<file path="src/core/rio_assign_cfg.svh">
// Offsets, function codes and reset defaults of the remote I/O assignment block
`ifndef RIO_ASSIGN_CFG_SVH
`define RIO_ASSIGN_CFG_SVH

// Register byte offsets
`define RIO_OFS_OUT_CODE 8'h00
`define RIO_OFS_IN_CODE 8'h40
`define RIO_OFS_DIR_CODE 8'h80
`define RIO_OFS_MODE 8'ha0
`define RIO_OFS_REMOTE_IN 8'ha4
`define RIO_OFS_REMOTE_OUT 8'ha8
`define RIO_MODE_RST 1'b0
`define RIO_MODE_3WIRE_BIT 0

// Input function codes
`define RIO_FN_UNUSED 8'h00
`define RIO_FN_ALARM_CLEAR 8'h08
`define RIO_FN_NOTICE_CLEAR 8'h0e
`define RIO_FN_TOOL_LOCK 8'h10
`define RIO_FN_TORQUE_CAP 8'h16
`define RIO_FN_OUTSIDE_FAULT 8'h19
`define RIO_FN_RUN_FORWARD 8'h3a
`define RIO_FN_RUN_BACKWARD 8'h3b
`define RIO_FN_DSEL0 8'h40
`define RIO_FN_DSEL1 8'h41
`define RIO_FN_DSEL2 8'h42
`define RIO_FN_STOP_MODE 8'h48

// Status function codes
`define RIO_FN_ALARM_OUT 8'h81
`define RIO_FN_MOVING 8'h86
`define RIO_FN_NOTICE 8'h87
`define RIO_FN_BUSY 8'h88
`define RIO_FN_TORQ_LIMITED 8'h8c
`define RIO_FN_SPEED_REACHED 8'h8d
`define RIO_FN_TURN_SENSE 8'h94
`define RIO_FN_MAIN_SUPPLY 8'ha8

// Output slot reset codes, slot 15 first
`define RIO_OUT_DEFAULTS {`RIO_FN_TORQ_LIMITED, `RIO_FN_SPEED_REACHED, `RIO_FN_MOVING, \
	`RIO_FN_UNUSED, `RIO_FN_UNUSED, `RIO_FN_MAIN_SUPPLY, `RIO_FN_TURN_SENSE, `RIO_FN_BUSY, \
	`RIO_FN_ALARM_OUT, `RIO_FN_NOTICE, `RIO_FN_STOP_MODE, `RIO_FN_RUN_BACKWARD, \
	`RIO_FN_RUN_FORWARD, `RIO_FN_DSEL2, `RIO_FN_DSEL1, `RIO_FN_DSEL0}

// Input slot reset codes, slot 15 first
`define RIO_IN_DEFAULTS {{8{`RIO_FN_UNUSED}}, `RIO_FN_ALARM_CLEAR, `RIO_FN_UNUSED, \
	`RIO_FN_STOP_MODE, `RIO_FN_RUN_BACKWARD, `RIO_FN_RUN_FORWARD, `RIO_FN_DSEL2, \
	`RIO_FN_DSEL1, `RIO_FN_DSEL0}

`endif

</file>
<file path="src/core/rio_assign_pkg.sv">
// Types shared by the remote I/O assignment block
package rio_assign_pkg;
	typedef logic [7:0] rio_code_t;
	typedef enum {RIO_IDLE, RIO_FETCH, RIO_DONE} rio_apb_t;
endpackage

</file>
<file path="src/core/rio_code_mem.sv">
// Function code store with parallel taps and a registered read port
`timescale 1ns/1ps
module rio_code_mem
	import rio_assign_pkg::*;
#(
	parameter int DEPTH = 37,
	parameter int AW = 6,
	parameter logic [DEPTH*8-1:0] INIT = '0
) (
	input wire logic clk,
	input wire logic rst,
	input wire logic we,
	input wire logic [AW-1:0] waddr,
	input wire rio_code_t wdata,
	input wire logic [AW-1:0] raddr,
	output rio_code_t rdata,
	output logic [DEPTH*8-1:0] codes
);

	////////////////////////////////////////////////////////////////////////////
	// One entry per slot, reset to its default code
	generate
		for (genvar i = 0; i < DEPTH; i++) begin : g_ent
			always_ff @(posedge clk or posedge rst) begin
				if (rst)
					codes[i*8 +: 8] <= INIT[i*8 +: 8];
				else if (we && waddr == AW'(i))
					codes[i*8 +: 8] <= wdata;
			end
		end
	endgenerate

	////////////////////////////////////////////////////////////////////////////
	// Read data registered; out of range reads as zero
	always_ff @(posedge clk or posedge rst) begin
		if (rst)
			rdata <= 8'h00;
		else if (int'(raddr) < DEPTH)
			rdata <= codes[int'(raddr)*8 +: 8];
		else
			rdata <= 8'h00;
	end

endmodule // rio_code_mem

</file>
<file path="src/core/rio_signal_assign.sv">
// Remote I/O signal assignment: slot codes, input decode and output select
//
// Behaviour
// - Sixteen output slot codes; slots 0-2 reset to data-select echoes 64-66
// - Slots 3, 4, 5 reset to echo codes 58, 59, 72
// - Slots 6, 7, 8 reset to notice 135, alarm 129, busy 136
// - Slots 9, 10, 13 reset to turn sense 148, supply 168, moving 134
// - Slots 14, 15 reset to 141, 140; slots 11, 12 reset to zero
// - 3-wire mode reinterprets codes 59 and 72; their echoes are unchanged
// - Input slot with code zero drives no function
// - Alarm clear fires once on off-to-on of code 8
// - Notice clear fires on off-to-on of code 14
// - Code 16 on releases tool lock; off keeps it
// - Code 22 on enables torque limiting; off disables it
// - Code 25 turning off raises outside stop alarm and forces stop
// - Code 58 on runs the motor; off stops it
// - Code 59 is reverse run normally, go/brake in 3-wire mode
// - Codes 64, 65, 66 form the binary data number
// - Unassigned codes 16 and 22 read as permanently on
// - Code 25 refused on remote inputs; unassigned reads as on
// - Code 72 selects instant stop normally, forward direction in 3-wire
// - Several terminals OR together, but codes 16 and 22 AND
//
// Local design decisions: the APB register port and the address map.
`timescale 1ns/1ps
`include "rio_assign_cfg.svh"
module rio_signal_assign
	import rio_assign_pkg::*;
#(
	parameter int NUM_DIR = 5
) (
	input wire logic MCLK,
	input wire logic RST,
	input wire logic PSEL,
	input wire logic PENABLE,
	input wire logic PWRITE,
	input wire logic [11:0] PADDR,
	input wire logic [31:0] PWDATA,
	output logic [31:0] PRDATA,
	output logic PREADY,
	output logic PSLVERR,
	input wire logic [NUM_DIR-1:0] DIRECT_IN,
	input wire logic ALARM_OUTPUT,
	input wire logic NOTICE_FLAG,
	input wire logic SYSTEM_BUSY_FLAG,
	input wire logic TURN_SENSE_FLAG,
	input wire logic MAIN_SUPPLY_FLAG,
	input wire logic MOTOR_MOVING_FLAG,
	input wire logic SPEED_REACHED_FLAG,
	input wire logic TORQUE_LIMITED_FLAG,
	output logic [15:0] REMOTE_OUT,
	output logic ALARM_CLEAR,
	output logic NOTICE_CLEAR,
	output logic TOOL_LOCK_RELEASE,
	output logic TORQUE_CAP_ENABLE,
	output logic EXT_STOP_ALARM,
	output logic MOTOR_FORCE_STOP,
	output logic MOTOR_RUN,
	output logic RUN_BACKWARD,
	output logic GO_BRAKE,
	output logic STOP_INSTANT,
	output logic DIR_FORWARD,
	output logic [2:0] DATA_SELECT
);

	localparam int DEPTH = 32 + NUM_DIR;
	localparam logic [DEPTH*8-1:0] INIT = {{(NUM_DIR*8){1'b0}}, `RIO_IN_DEFAULTS,
		`RIO_OUT_DEFAULTS};

	rio_apb_t stage_r;
	rio_code_t mem_rdata;
	logic [DEPTH*8-1:0] codes;
	logic [5:0] idx;
	logic wr_done, addr_mem, mem_we, refuse, mode_r;
	logic [15:0] remote_in_r;
	logic [NUM_DIR-1:0] din_meta_r, din_r;
	logic st_aclr, st_nclr, st_tool, st_tcap, st_fault, st_run, st_back, st_stop;
	logic [2:0] st_dsel;
	logic prev_aclr_r, prev_nclr_r, prev_fault_r;
	logic [15:0] rout_nxt;

	////////////////////////////////////////////////////////////////////////////
	// Bus decode
	assign idx = PADDR[7:2];
	assign wr_done = PSEL && PENABLE && PREADY && PWRITE;
	assign addr_mem = (PADDR[11:8] == 4'h0) && (int'(idx) < DEPTH);
	// Outside fault may not sit on a remote input slot
	assign refuse = addr_mem && (idx[5:4] == 2'b01) &&
		(PWDATA[7:0] == `RIO_FN_OUTSIDE_FAULT);
	assign mem_we = wr_done && addr_mem && !refuse;

	rio_code_mem #(.DEPTH(DEPTH), .AW(6), .INIT(INIT)) u_codes (
		.clk(MCLK),
		.rst(RST),
		.we(mem_we),
		.waddr(idx),
		.wdata(PWDATA[7:0]),
		.raddr(idx),
		.rdata(mem_rdata),
		.codes(codes)
	);

	// Two-cycle access phase: code store read is registered
	always_ff @(posedge MCLK or posedge RST) begin
		if (RST) begin
			stage_r <= RIO_IDLE;
			PREADY <= 1'b0;
			PRDATA <= 32'h0;
			PSLVERR <= 1'b0;
		end else begin
			case (stage_r)
				RIO_IDLE: begin
					PREADY <= 1'b0;
					if (PSEL && !PENABLE)
						stage_r <= RIO_FETCH;
				end
				RIO_FETCH: begin
					PREADY <= 1'b1;
					stage_r <= RIO_DONE;
					PSLVERR <= 1'b0;
					PRDATA <= 32'h0;
					if (addr_mem) begin
						PRDATA <= {24'h0, mem_rdata};
						PSLVERR <= PWRITE && refuse;
					end else if (PADDR == {4'h0, `RIO_OFS_MODE})
						PRDATA <= {31'h0, mode_r};
					else if (PADDR == {4'h0, `RIO_OFS_REMOTE_IN})
						PRDATA <= {16'h0, remote_in_r};
					else if (PADDR == {4'h0, `RIO_OFS_REMOTE_OUT})
						PRDATA <= {16'h0, REMOTE_OUT};
					else
						PSLVERR <= 1'b1;
				end
				RIO_DONE: begin
					PREADY <= 1'b0;
					PSLVERR <= 1'b0;
					stage_r <= RIO_IDLE;
				end
				default: stage_r <= RIO_IDLE;
			endcase
		end
	end

	// Mode and remote input word written by the host
	always_ff @(posedge MCLK or posedge RST) begin
		if (RST) begin
			mode_r <= `RIO_MODE_RST;
			remote_in_r <= 16'h0;
		end else if (wr_done) begin
			if (PADDR == {4'h0, `RIO_OFS_MODE})
				mode_r <= PWDATA[`RIO_MODE_3WIRE_BIT];
			if (PADDR == {4'h0, `RIO_OFS_REMOTE_IN})
				remote_in_r <= PWDATA[15:0];
		end
	end

	////////////////////////////////////////////////////////////////////////////
	// Direct pins come from outside the clock domain
	always_ff @(posedge MCLK or posedge RST) begin
		if (RST) begin
			din_meta_r <= '0;
			din_r <= '0;
		end else begin
			din_meta_r <= DIRECT_IN;
			din_r <= din_meta_r;
		end
	end

	// Returns {assigned, any terminal on, all terminals on}
	function automatic logic [2:0] fn_eval(input rio_code_t c);
		logic asg, any_on, all_on;
		asg = 1'b0;
		any_on = 1'b0;
		all_on = 1'b1;
		for (int t = 0; t < 16 + NUM_DIR; t++) begin
			logic hit, lvl;
			if (t < 16) begin
				hit = (codes[(16 + t)*8 +: 8] == c) && (c != `RIO_FN_OUTSIDE_FAULT);
				lvl = remote_in_r[t];
			end else begin
				hit = (codes[(16 + t)*8 +: 8] == c);
				lvl = din_r[t - 16];
			end
			if (hit && c != `RIO_FN_UNUSED) begin
				asg = 1'b1;
				any_on = any_on | lvl;
				all_on = all_on & lvl;
			end
		end
		return {asg, any_on, all_on};
	endfunction

	// Function states; lock and cap AND and default on, others OR
	always_comb begin
		logic [2:0] e;
		e = fn_eval(`RIO_FN_TOOL_LOCK);
		st_tool = e[2] ? e[0] : 1'b1;
		e = fn_eval(`RIO_FN_TORQUE_CAP);
		st_tcap = e[2] ? e[0] : 1'b1;
		e = fn_eval(`RIO_FN_OUTSIDE_FAULT);
		st_fault = e[2] ? e[1] : 1'b1;
		e = fn_eval(`RIO_FN_ALARM_CLEAR);
		st_aclr = e[1];
		e = fn_eval(`RIO_FN_NOTICE_CLEAR);
		st_nclr = e[1];
		e = fn_eval(`RIO_FN_RUN_FORWARD);
		st_run = e[1];
		e = fn_eval(`RIO_FN_RUN_BACKWARD);
		st_back = e[1];
		e = fn_eval(`RIO_FN_STOP_MODE);
		st_stop = e[1];
		e = fn_eval(`RIO_FN_DSEL0);
		st_dsel[0] = e[1];
		e = fn_eval(`RIO_FN_DSEL1);
		st_dsel[1] = e[1];
		e = fn_eval(`RIO_FN_DSEL2);
		st_dsel[2] = e[1];
	end

	////////////////////////////////////////////////////////////////////////////
	// Edge events; fault history resets on so reset raises no alarm
	always_ff @(posedge MCLK or posedge RST) begin
		if (RST) begin
			prev_aclr_r <= 1'b0;
			prev_nclr_r <= 1'b0;
			prev_fault_r <= 1'b1;
			ALARM_CLEAR <= 1'b0;
			NOTICE_CLEAR <= 1'b0;
			EXT_STOP_ALARM <= 1'b0;
		end else begin
			prev_aclr_r <= st_aclr;
			prev_nclr_r <= st_nclr;
			prev_fault_r <= st_fault;
			ALARM_CLEAR <= st_aclr && !prev_aclr_r;
			NOTICE_CLEAR <= st_nclr && !prev_nclr_r;
			EXT_STOP_ALARM <= !st_fault && prev_fault_r;
		end
	end

	// Level functions, mode selects the meaning of 59 and 72
	always_ff @(posedge MCLK or posedge RST) begin
		if (RST) begin
			TOOL_LOCK_RELEASE <= 1'b1;
			TORQUE_CAP_ENABLE <= 1'b1;
			MOTOR_FORCE_STOP <= 1'b0;
			MOTOR_RUN <= 1'b0;
			RUN_BACKWARD <= 1'b0;
			GO_BRAKE <= 1'b0;
			STOP_INSTANT <= 1'b0;
			DIR_FORWARD <= 1'b0;
			DATA_SELECT <= 3'h0;
		end else begin
			TOOL_LOCK_RELEASE <= st_tool;
			TORQUE_CAP_ENABLE <= st_tcap;
			MOTOR_FORCE_STOP <= !st_fault;
			MOTOR_RUN <= st_run;
			RUN_BACKWARD <= !mode_r && st_back;
			GO_BRAKE <= mode_r && st_back;
			STOP_INSTANT <= !mode_r && st_stop;
			DIR_FORWARD <= mode_r && st_stop;
			DATA_SELECT <= st_dsel;
		end
	end

	////////////////////////////////////////////////////////////////////////////
	// Output slot select; echoes follow the input state in either mode
	generate
		for (genvar s = 0; s < 16; s++) begin : g_slot
			always_comb begin
				case (codes[s*8 +: 8])
					`RIO_FN_ALARM_CLEAR: rout_nxt[s] = st_aclr;
					`RIO_FN_NOTICE_CLEAR: rout_nxt[s] = st_nclr;
					`RIO_FN_TOOL_LOCK: rout_nxt[s] = st_tool;
					`RIO_FN_TORQUE_CAP: rout_nxt[s] = st_tcap;
					`RIO_FN_OUTSIDE_FAULT: rout_nxt[s] = st_fault;
					`RIO_FN_RUN_FORWARD: rout_nxt[s] = st_run;
					`RIO_FN_RUN_BACKWARD: rout_nxt[s] = st_back;
					`RIO_FN_STOP_MODE: rout_nxt[s] = st_stop;
					`RIO_FN_DSEL0: rout_nxt[s] = st_dsel[0];
					`RIO_FN_DSEL1: rout_nxt[s] = st_dsel[1];
					`RIO_FN_DSEL2: rout_nxt[s] = st_dsel[2];
					`RIO_FN_ALARM_OUT: rout_nxt[s] = ALARM_OUTPUT;
					`RIO_FN_MOVING: rout_nxt[s] = MOTOR_MOVING_FLAG;
					`RIO_FN_NOTICE: rout_nxt[s] = NOTICE_FLAG;
					`RIO_FN_BUSY: rout_nxt[s] = SYSTEM_BUSY_FLAG;
					`RIO_FN_TORQ_LIMITED: rout_nxt[s] = TORQUE_LIMITED_FLAG;
					`RIO_FN_SPEED_REACHED: rout_nxt[s] = SPEED_REACHED_FLAG;
					`RIO_FN_TURN_SENSE: rout_nxt[s] = TURN_SENSE_FLAG;
					`RIO_FN_MAIN_SUPPLY: rout_nxt[s] = MAIN_SUPPLY_FLAG;
					default: rout_nxt[s] = 1'b0;
				endcase
			end
		end
	endgenerate

	// Slot bits registered so the host sees a clean word
	always_ff @(posedge MCLK or posedge RST) begin
		if (RST)
			REMOTE_OUT <= 16'h0;
		else
			REMOTE_OUT <= rout_nxt;
	end
endmodule // rio_signal_assign

</file>
<file path="config.mk">
export PLATFORM = sky130hd
export DESIGN_NAME = rio_signal_assign
export DESIGN_NICKNAME = d
export VERILOG_FILES = /design/src/core/rio_assign_pkg.sv /design/src/core/rio_code_mem.sv /design/src/core/rio_signal_assign.sv
export VERILOG_INCLUDE_DIRS = /design/src /design/src/core
export SDC_FILE = /design/constraint.sdc
export NUM_CORES = 1
export LEC_CHECK = 0
export ABC_AREA = 0
export BUFFER_PORTS_ARGS = -buffer_cell sky130_fd_sc_hd__buf_2
export CORE_ASPECT_RATIO = 1.1
export CORE_MARGIN = 4
export CORE_UTILIZATION = 25
export CTS_CLUSTER_SIZE = 20
export DETAILED_ROUTE_END_ITERATION = 16
export SLEW_MARGIN = 25
export SYNTH_ARGS = -nofsm -noshare
export SYNTH_HDL_FRONTEND = slang
export SYNTH_SLANG_ARGS = --single-unit
</file>
<file path="constraint.sdc">
create_clock -name MCLK -period 11.6 [get_ports MCLK]
set_clock_uncertainty 0.05 [all_clocks]
set_input_delay 1.16 -clock MCLK [delete_from_list [all_inputs] [get_ports MCLK]]
set_output_delay 1.16 -clock MCLK [all_outputs]
set_load 0.02 [all_outputs]
</file>
==> results of run 1 <==
[cells in the final DEF, fill, tap and decap left out, drive strengths merged, types with 32 or more instances in the layout]
master,synthesis,routed
a21oi,34,34
nor3b,47,47
nand4b,32,32
nand4,95,95
mux4,88,88
inv,53,54
o22ai,42,42
dfrtp,324,324
nor4,78,78
a31oi,33,33
nor3,92,92
nand2,175,175
mux2,311,311
o21ai,88,88
dfstp,60,60
nand2b,56,56
nor2,150,150
nand3,113,113
clkbuf,130,60
buf,57,124
nor4b,46,46
nor2b,47,47
nand3b,40,40
[cells in the mapped netlist (33+ instances only)]
library cell | instances | area (um^2)
nand3b_1 | 40 | 300
a31oi_1 | 33 | 206
o21ai_0 | 87 | 435
nor3_1 | 88 | 440
nor2_1 | 141 | 529
nand2b_1 | 56 | 350
nor4b_1 | 46 | 403
nand2_1 | 171 | 642
dfrtp_1 | 324 | 8110
mux4_2 | 88 | 1980
nor3b_1 | 47 | 353
nor4_1 | 71 | 444
nand4_1 | 94 | 588
dfstp_2 | 60 | 1580
clkbuf_1 | 128 | 480
inv_1 | 53 | 199
nor2b_1 | 47 | 294
a21oi_1 | 33 | 165
mux2_2 | 309 | 3480
o22ai_1 | 42 | 263
nand3_1 | 112 | 561
[flip-flops by register name, indices dropped and copies added (netlist names), 3 cells and up]
signal         count
u_codes.codes    296
PRDATA            16
REMOTE_OUT        16
remote_in_r       16
u_codes.rdata      8
din_meta_r         5
din_r              5
DATA_SELECT        3
[power by group through the flow]
stage | Clock (mW) | Combinational (mW) | Sequential, mW
after floorplan | 0 | 0.153 | 1.43
after global placement | 0 | 0.270 | 1.44
after detailed placement | 0 | 0.273 | 1.44
after CTS | 1.46 | 0.275 | 1.41
after global routing | 1.51 | 0.297 | 1.42
final | 1.43 | 0.276 | 1.42
[layer usage]
layer,track usage [%],vias up
li1,-,9560
met3,4.97,331
met5,0,-
met1,25.2,11500
met2,29.6,1359
met4,9.45,2
[logic make-up (layout without fill, tap and decap cells)]
| logic type | Yosys count | in the layout | share of synthesized area, % |
|---|---|---|---|
| multiplexers | 420 | 420 | 22.5 |
| AO/OA/AOI/OAI | 327 | 327 | 8.66 |
| flip-flops | 384 | 384 | 38.3 |
| AND/OR/NAND/NOR | 1109 | 1109 | 26.2 |
| adder cells (fa/ha/maj) | 6 | 6 | 0.297 |
| buffers and inverters | 240 | 255 | 4.01 |
| other | 1 | 16 | 0.0148 |
[layout make-up]
class                      count  area, um^2  share of cell area [%]
inverter                      53         203                   0.714
multi-input combinational   1878       14700                    51.8
sequential                   384        9680                    34.1
timing repair buffer         124         716                    2.52
tap                         1302        1630                    5.74
clock buffer                  60        1260                    4.45
clock inverter                18         180                   0.635
[through the flow]
stage          util, %  cell area, um^2  hold slack (ns)
5_1_grt           28.2            28400            0.300
6_report          28.2            28400            0.296
2_1_floorplan        -            25400            0.281
4_1_cts           28.2            28400            0.298
3_3_place_gp      26.8            26900            0.287
3_5_place_dp      26.8            26900            0.285
[how the worst min path moves through the flow]
stage / from / end / depth (start not counted)
3_5_place_dp: din_meta_r[0] / din_r[0] / 0
4_1_cts: din_meta_r[3] / din_r[3] / 0
3_3_place_gp: din_meta_r[3] / din_r[3] / 0
5_1_grt: din_meta_r[2] / din_r[2] / 0
6_report: din_meta_r[3] / din_r[3] / 0
2_1_floorplan: din_meta_r[0] / din_r[0] / 0
==> key figures, run 1 <==
Clock network
  • Post-cts gate resize count: 0
  • Clock Latency Late Sink: 0.60 ns
  • CTS tree: built
  • TritonCTS buffer count: 44
  • Postcts setup bufs: 0
  • CTS clk-pin slew, worst paths: 0.06 ns
  • H-tree levels: 2
  • # hold bufs at CTS: 0
  • Root buf cell: clkbuf_16
  • Clock Sinks: 384
  • Max Buffers Root-to-Sink: 3

Power
  • Int Pwr: 2.27 mW
  • Sequential group share of total power: 45.4%
  • Clock power frac: 45.8%
  • Total power: 3.12 mW
  • LEAKAGE: 11.1 nW
  • P per Cell Area: 110 nW/um^2
  • Combinational power share: 8.8%
  • Peak VDD IR: 0.0000962 V
  • Psw: 851 uW
  • Sw Ratio: 27.3%

Detailed routing
  • Via count: 22.7k
  • Iteration-0 DRC Markers: 2906
  • WL met1: 41500 um
  • Drt first pass iters: 6
  • Max Used Layer: met5
  • WL final: 106000 um
  • Drc violations: 0
  • Met2 wire len: 46800 um
  • Via density: 5.95
  • Met3 WL post-DR: 11700 um
  • Drt wl/cell: 27.8 um
  • Antenna viol nets, final: 0

Critical path
  • Levels on crit path: 8
  • Crit Reg-Reg Endpoint: REMOTE_OUT[11]
  • Largest stage delay, worst path: 1.17 ns
  • CP arrival: 4.63 ns
  • Cells along the critical path: nand4bb_1 > nor3_1 > nor4b_1 > nand4_1 > nor2_2 > o22ai_1 > a21oi_1 > nand4_1
  • Worst r2r path cells: 8
  • Req. time, crit path: 11.94 ns
  • CP dominant cell by count: nand4_1
  • CP delay by family, top: simple AND/OR/NAND/NOR gates
  • Critical path class: flip-flop to flip-flop
  • Critical Path Start Type: flip-flop
  • Reg2reg start: remote_in_r[11]
  • Worst-path fanout max: 11
  • CP endpoint kind: flip-flop
  • Crit path buf inv count: 0
  • R2r setup slk: 7.30 ns
  • Slowest stage cell on the critical path: nor2_2
  • Worst setup path start: remote_in_r[11]
  • CP endpoint: REMOTE_OUT[11]

Flow run
  • Max_cap viols: 0

Logic synthesis
  • Synth warn: 0
  • Synth cell types: 89
  • Ys async rst share: 100%
  • Syn Area/Cell: 10.2 um^2
  • Number of synthesized flops with an enable pin: 0
  • Register bit total from synthesis: 384
  • Sequential area share after synthesis: 38.3%
  • Synth Flop Type: dfrtp_1
  • Mapped Cells: 2487
  • Post-Syn Area: 25300 um^2

Timing
  • Final Critical Period: 4.30 ns
  • Final Cycle Share: 37.0%
  • RSZ-0062 raised after global routing: no
  • Least-Margin Pin Slew: 1.16 ns
  • Final Setup Violations: 0
  • Final hold viol count: 0
  • Slew headroom: 22.4%
  • Max-slew violation count: 0
  • Fmax: 0.233 GHz
  • Setup TNS: 0 ns
  • Crit path setup slack, layout: 7.30 ns

Die
  • Core Region: 101000 um^2
  • Die area: 106000 um^2
  • # IOs: 126
  • Rows: 122
  • Die Span Y: 342 um
  • Width of the chip: 311 um
  • Initial core utilization: 25.2%

Global route
  • Global Route Usage Sum: 19.3%
  • First-pass GRT wire length: 153000 um
  • Remaining global-route overflow: 0
  • Antenna violations before repair: 5
  • Largest net degree at the start of global routing: 156
  • Vias in the first global route: 21.0k

Status
  • Status: finished, final reports clean

Layout
  • Diodes inserted: 0
  • Nets: 2553
  • Area Overhead vs Synth: 12.2%
  • Fillcell total: 10.5k
  • Fin cells: 3819
  • Layout cell share with drive strength beyond 1: 28.1%

Placed design
  • Post-DP HPWL: 75800 um
  • Inst Count DP: 3741
  • Port bufs: 93
  • Pre-CTS WS: 6.97 ns
  • GP Congestion: 1.06

Hold path
  • Hold crit path type: flip-flop to flip-flop
(Power assumes the default switching activity.)
==> run 2: changes to the inputs <==
--- a/config.mk
+++ b/config.mk
@@ -6,7 +6,7 @@
 export SDC_FILE = /design/constraint.sdc
 export NUM_CORES = 1
 export LEC_CHECK = 0
-export ABC_AREA = 0
+export ABC_AREA = 1
 export BUFFER_PORTS_ARGS = -buffer_cell sky130_fd_sc_hd__buf_2
 export CORE_ASPECT_RATIO = 1.1
 export CORE_MARGIN = 4
==> constraint.sdc (replaced) <==
create_clock -name MCLK -period 3.84 [get_ports MCLK]
set_clock_uncertainty 0.05 [all_clocks]
set_input_delay 0.384 -clock MCLK [delete_from_list [all_inputs] [get_ports MCLK]]
set_output_delay 0.384 -clock MCLK [all_outputs]
set_load 0.02 [all_outputs]
==> run 2 against run 1 <==
- register-to-register slack got worse by 6.3 ns
- fmax rose by 50%
- sequential cell count did not move
- setup slack got worse by 6.3 ns
- core utilization rose by 0.51 points
- sequential share of layout area fell by 1.6 points
- area after synthesis rose by 3.3%
- die area rose by 3.2%
- synthesized cell count rose by 65%
- sequential power rose to 3.0 times the previous value
- largest cell class unchanged
- highest routed layer is now met4
==> key figures, run 2 <==
Die
  • Core Region: 104000 um^2
  • # IOs: 126
  • Initial core utilization: 25.2%
  • Die Span Y: 347 um
  • Rows: 124
  • Die area: 110000 um^2
  • Width of the chip: 316 um

Logic synthesis
  • Most frequent cell after synthesis: nand2_1
  • Area share of fa/ha/maj cells after synthesis: 0.287%
  • Synth Flop Type: dfrtp_1
  • Main combinational cell family by area after synthesis: simple AND/OR/NAND/NOR gates
  • Mux share of post-synthesis cell area: 0%
  • Synth top area share: 31.0%
  • Mapped Cells: 4112
  • Synth cell types: 43
  • Most frequent cells after synthesis: nand2_1 (1097), nor2_1 (747), inv_1 (447)
  • Simple-gate share of the synthesized area: 40.9%
  • Compound-Gate Fraction of Synth Area: 12.3%
  • Ys async rst share: 100%
  • Largest cells by area after synthesis: dfrtp_1 (31%), nand2_1 (16%), nor2_1 (11%)
  • Sequential area share after synthesis: 37.0%
  • Area leader, netlist: dfrtp_1
  • XOR/XNOR Fraction of Synth Area: 0%
  • Syn Area/Cell: 6.36 um^2
  • Post-Syn Area: 26100 um^2
  • Number of synthesized flops with an enable pin: 0
  • Register bit total from synthesis: 384
  • Synth warn: 0

Timing
  • Final Cycle Share: 74.6%
  • Max-slew violation count: 0
  • Crit path setup slack, layout: 0.974 ns
  • Final Critical Period: 2.87 ns
  • Slew headroom: 36.3%
  • Fmax: 0.349 GHz
  • Hold WS: 0.0331 ns
  • Final hold viol count: 0
  • RSZ-0062 raised after global routing: no
  • Least-Margin Pin Slew: 0.955 ns
  • Final Setup Violations: 0

Critical path
  • CP arrival: 3.34 ns
  • CP endpoint kind: flip-flop
  • Reg2reg start: u_codes.codes[145]
  • R2r setup slk: 0.97 ns
  • Critical Path Start Type: flip-flop
  • Worst-path fanout max: 17
  • Worst setup path start: u_codes.codes[145]
  • Critical path class: flip-flop to flip-flop
  • Slowest stage cell on the critical path: nor3_1
  • Crit path buf inv count: 2
  • Largest stage delay, worst path: 0.68 ns
  • Req. time, crit path: 4.31 ns
  • CP delay by family, top: simple AND/OR/NAND/NOR gates
  • Cells along the critical path: inv_1 > nor2_1 > nand2_1 > nor3_1 > nor2_1 > nand2_1 > nor2_1 > nand3_1 > buf_4 > nand2_1 > nand2_1 > nor2_1 > nand3_1

Layout
  • Commonest non-fill, non-tap cells in the layout: nand2_1 (1095), nor2_1 (745), inv_1 (436)
  • Layout cell share with drive strength beyond 1: 7.85%
  • Fillcell total: 11.5k
  • Fin util: 28.7%
  • Commonest non-fill, non-tap cell in the layout: nand2_1
  • Nets: 4234
  • Area Overhead vs Synth: 14.0%
  • Max FFs per register: 296
  • Most flops, register: u_codes.codes
  • Seq. cell area: 9680 um^2
  • Fin cells: 5595
  • Multi-input logic area: 14000 um^2

Detailed routing
  • Iteration-0 DRC Markers: 3147
  • Via density: 5.10
  • Drt first pass iters: 6
  • WL final: 119000 um
  • Drt wl/cell: 21.3 um
  • Via count: 28.6k
  • Drc violations: 0
  • Antenna viol nets, final: 0

Status
  • Status: finished, final reports clean

Clock network
  • CTS clk-pin slew, worst paths: 0.06 ns
  • Clock Latency Late Sink: 0.61 ns
  • Postcts setup bufs: 0
  • Clock Sinks: 384
  • H-tree levels: 2
  • Max Buffers Root-to-Sink: 3
  • # hold bufs at CTS: 11
  • CTS tree: built
  • Root buf cell: clkbuf_16
  • Post-cts gate resize count: 0
  • TritonCTS buffer count: 48

Placed design
  • Post-DP HPWL: 86700 um
  • Port bufs: 93
  • Pre-CTS WS: 0.835 ns
  • Inst Count DP: 5491
  • GP Congestion: 1.04

Power
  • Total power: 9.84 mW
  • LEAKAGE: 13.3 nW
  • P per Cell Area: 330 nW/um^2
  • Peak VDD IR: 0.000256 V

Global route
  • First-pass GRT wire length: 175000 um
  • Global Route Usage Sum: 21.2%
  • Largest net degree at the start of global routing: 94
  • Antenna violations before repair: 5
  • Vias in the first global route: 26.5k
  • Remaining global-route overflow: 0

Flow run
  • Max_cap viols: 0

Hold path
  • Hold path start: PWDATA[9]
  • Hold crit path type: input port to flip-flop
run 2: cell types whose count changed in the layout (fill, tap and decap cells not counted), moves of 65 or more:
cell and change:
nand2_1 +924, nor2_1 +605, inv_1 +384, mux2_2 -309, nand3_1 +243, o21ai_0 +230
mux4_2 -88, o21ai_1 +75, o22ai_1 +67, nor3_1 +65
run 2: path summary, 6_finish.rpt:
check,end,cells past startpoint
max in group asynchronous,u_codes.codes[76],4
setup / recovery,REMOTE_OUT[5],13
setup reg to reg,REMOTE_OUT[5],13
min in group asynchronous,u_codes.codes[252],3
hold / removal,remote_in_r[9],3
hold reg to reg,din_r[4],0
run 2: through the flow:
stage	TNS, ns	instance area [um^2]
2_1_floorplan	-571.39	26200
3_3_place_gp	0	28100
3_5_place_dp	0	28100
4_1_cts	0	29800
5_1_grt	0	29800
6_report	0	29800
run 2: cell type report:
class                      instances  share of cell area [%]
timing repair buffer             153                    3.46
sequential                       384                    32.5
tap                             1386                    5.82
inverter                         449                    5.67
clock inverter                    17                   0.676
clock buffer                      72                    4.80
antenna                            4                  0.0336
multi-input combinational       3130                    47.1
run 2: worst min-delay path: stages:
cell and delay (ns):
buf_2 0.11, nor2_1 0.05, a21oi_1 0.10
run 2: cells by family (layout without fill, tap and decap cells):
family / after synthesis / in the layout
compound gates: 585 / 585
buf+inv: 613 / 691
simple gates: 2523 / 2523
other cells: 1 / 20
flops: 384 / 384
fa+ha+maj: 6 / 6
run 2: power by group:
group,total (mW),internal (mW),switching (mW),leakage [nW]
clock network,4.76,2.79,1.97,0.796
logic,0.865,0.187,0.678,7.46
registers,4.21,4.13,0.0854,5.06
total,9.84,7.10,2.73,13.3
run 2: metal layers:
layer | track usage, % | up-vias | wire, um
li1 | - | 13500 | -
met4 | 10.1 | 0 | 6470
met1 | 29.0 | 13400 | 51000
met2 | 32.2 | 1337 | 51000
met3 | 3.80 | 302 | 10600
met5 | 0 | - | 0
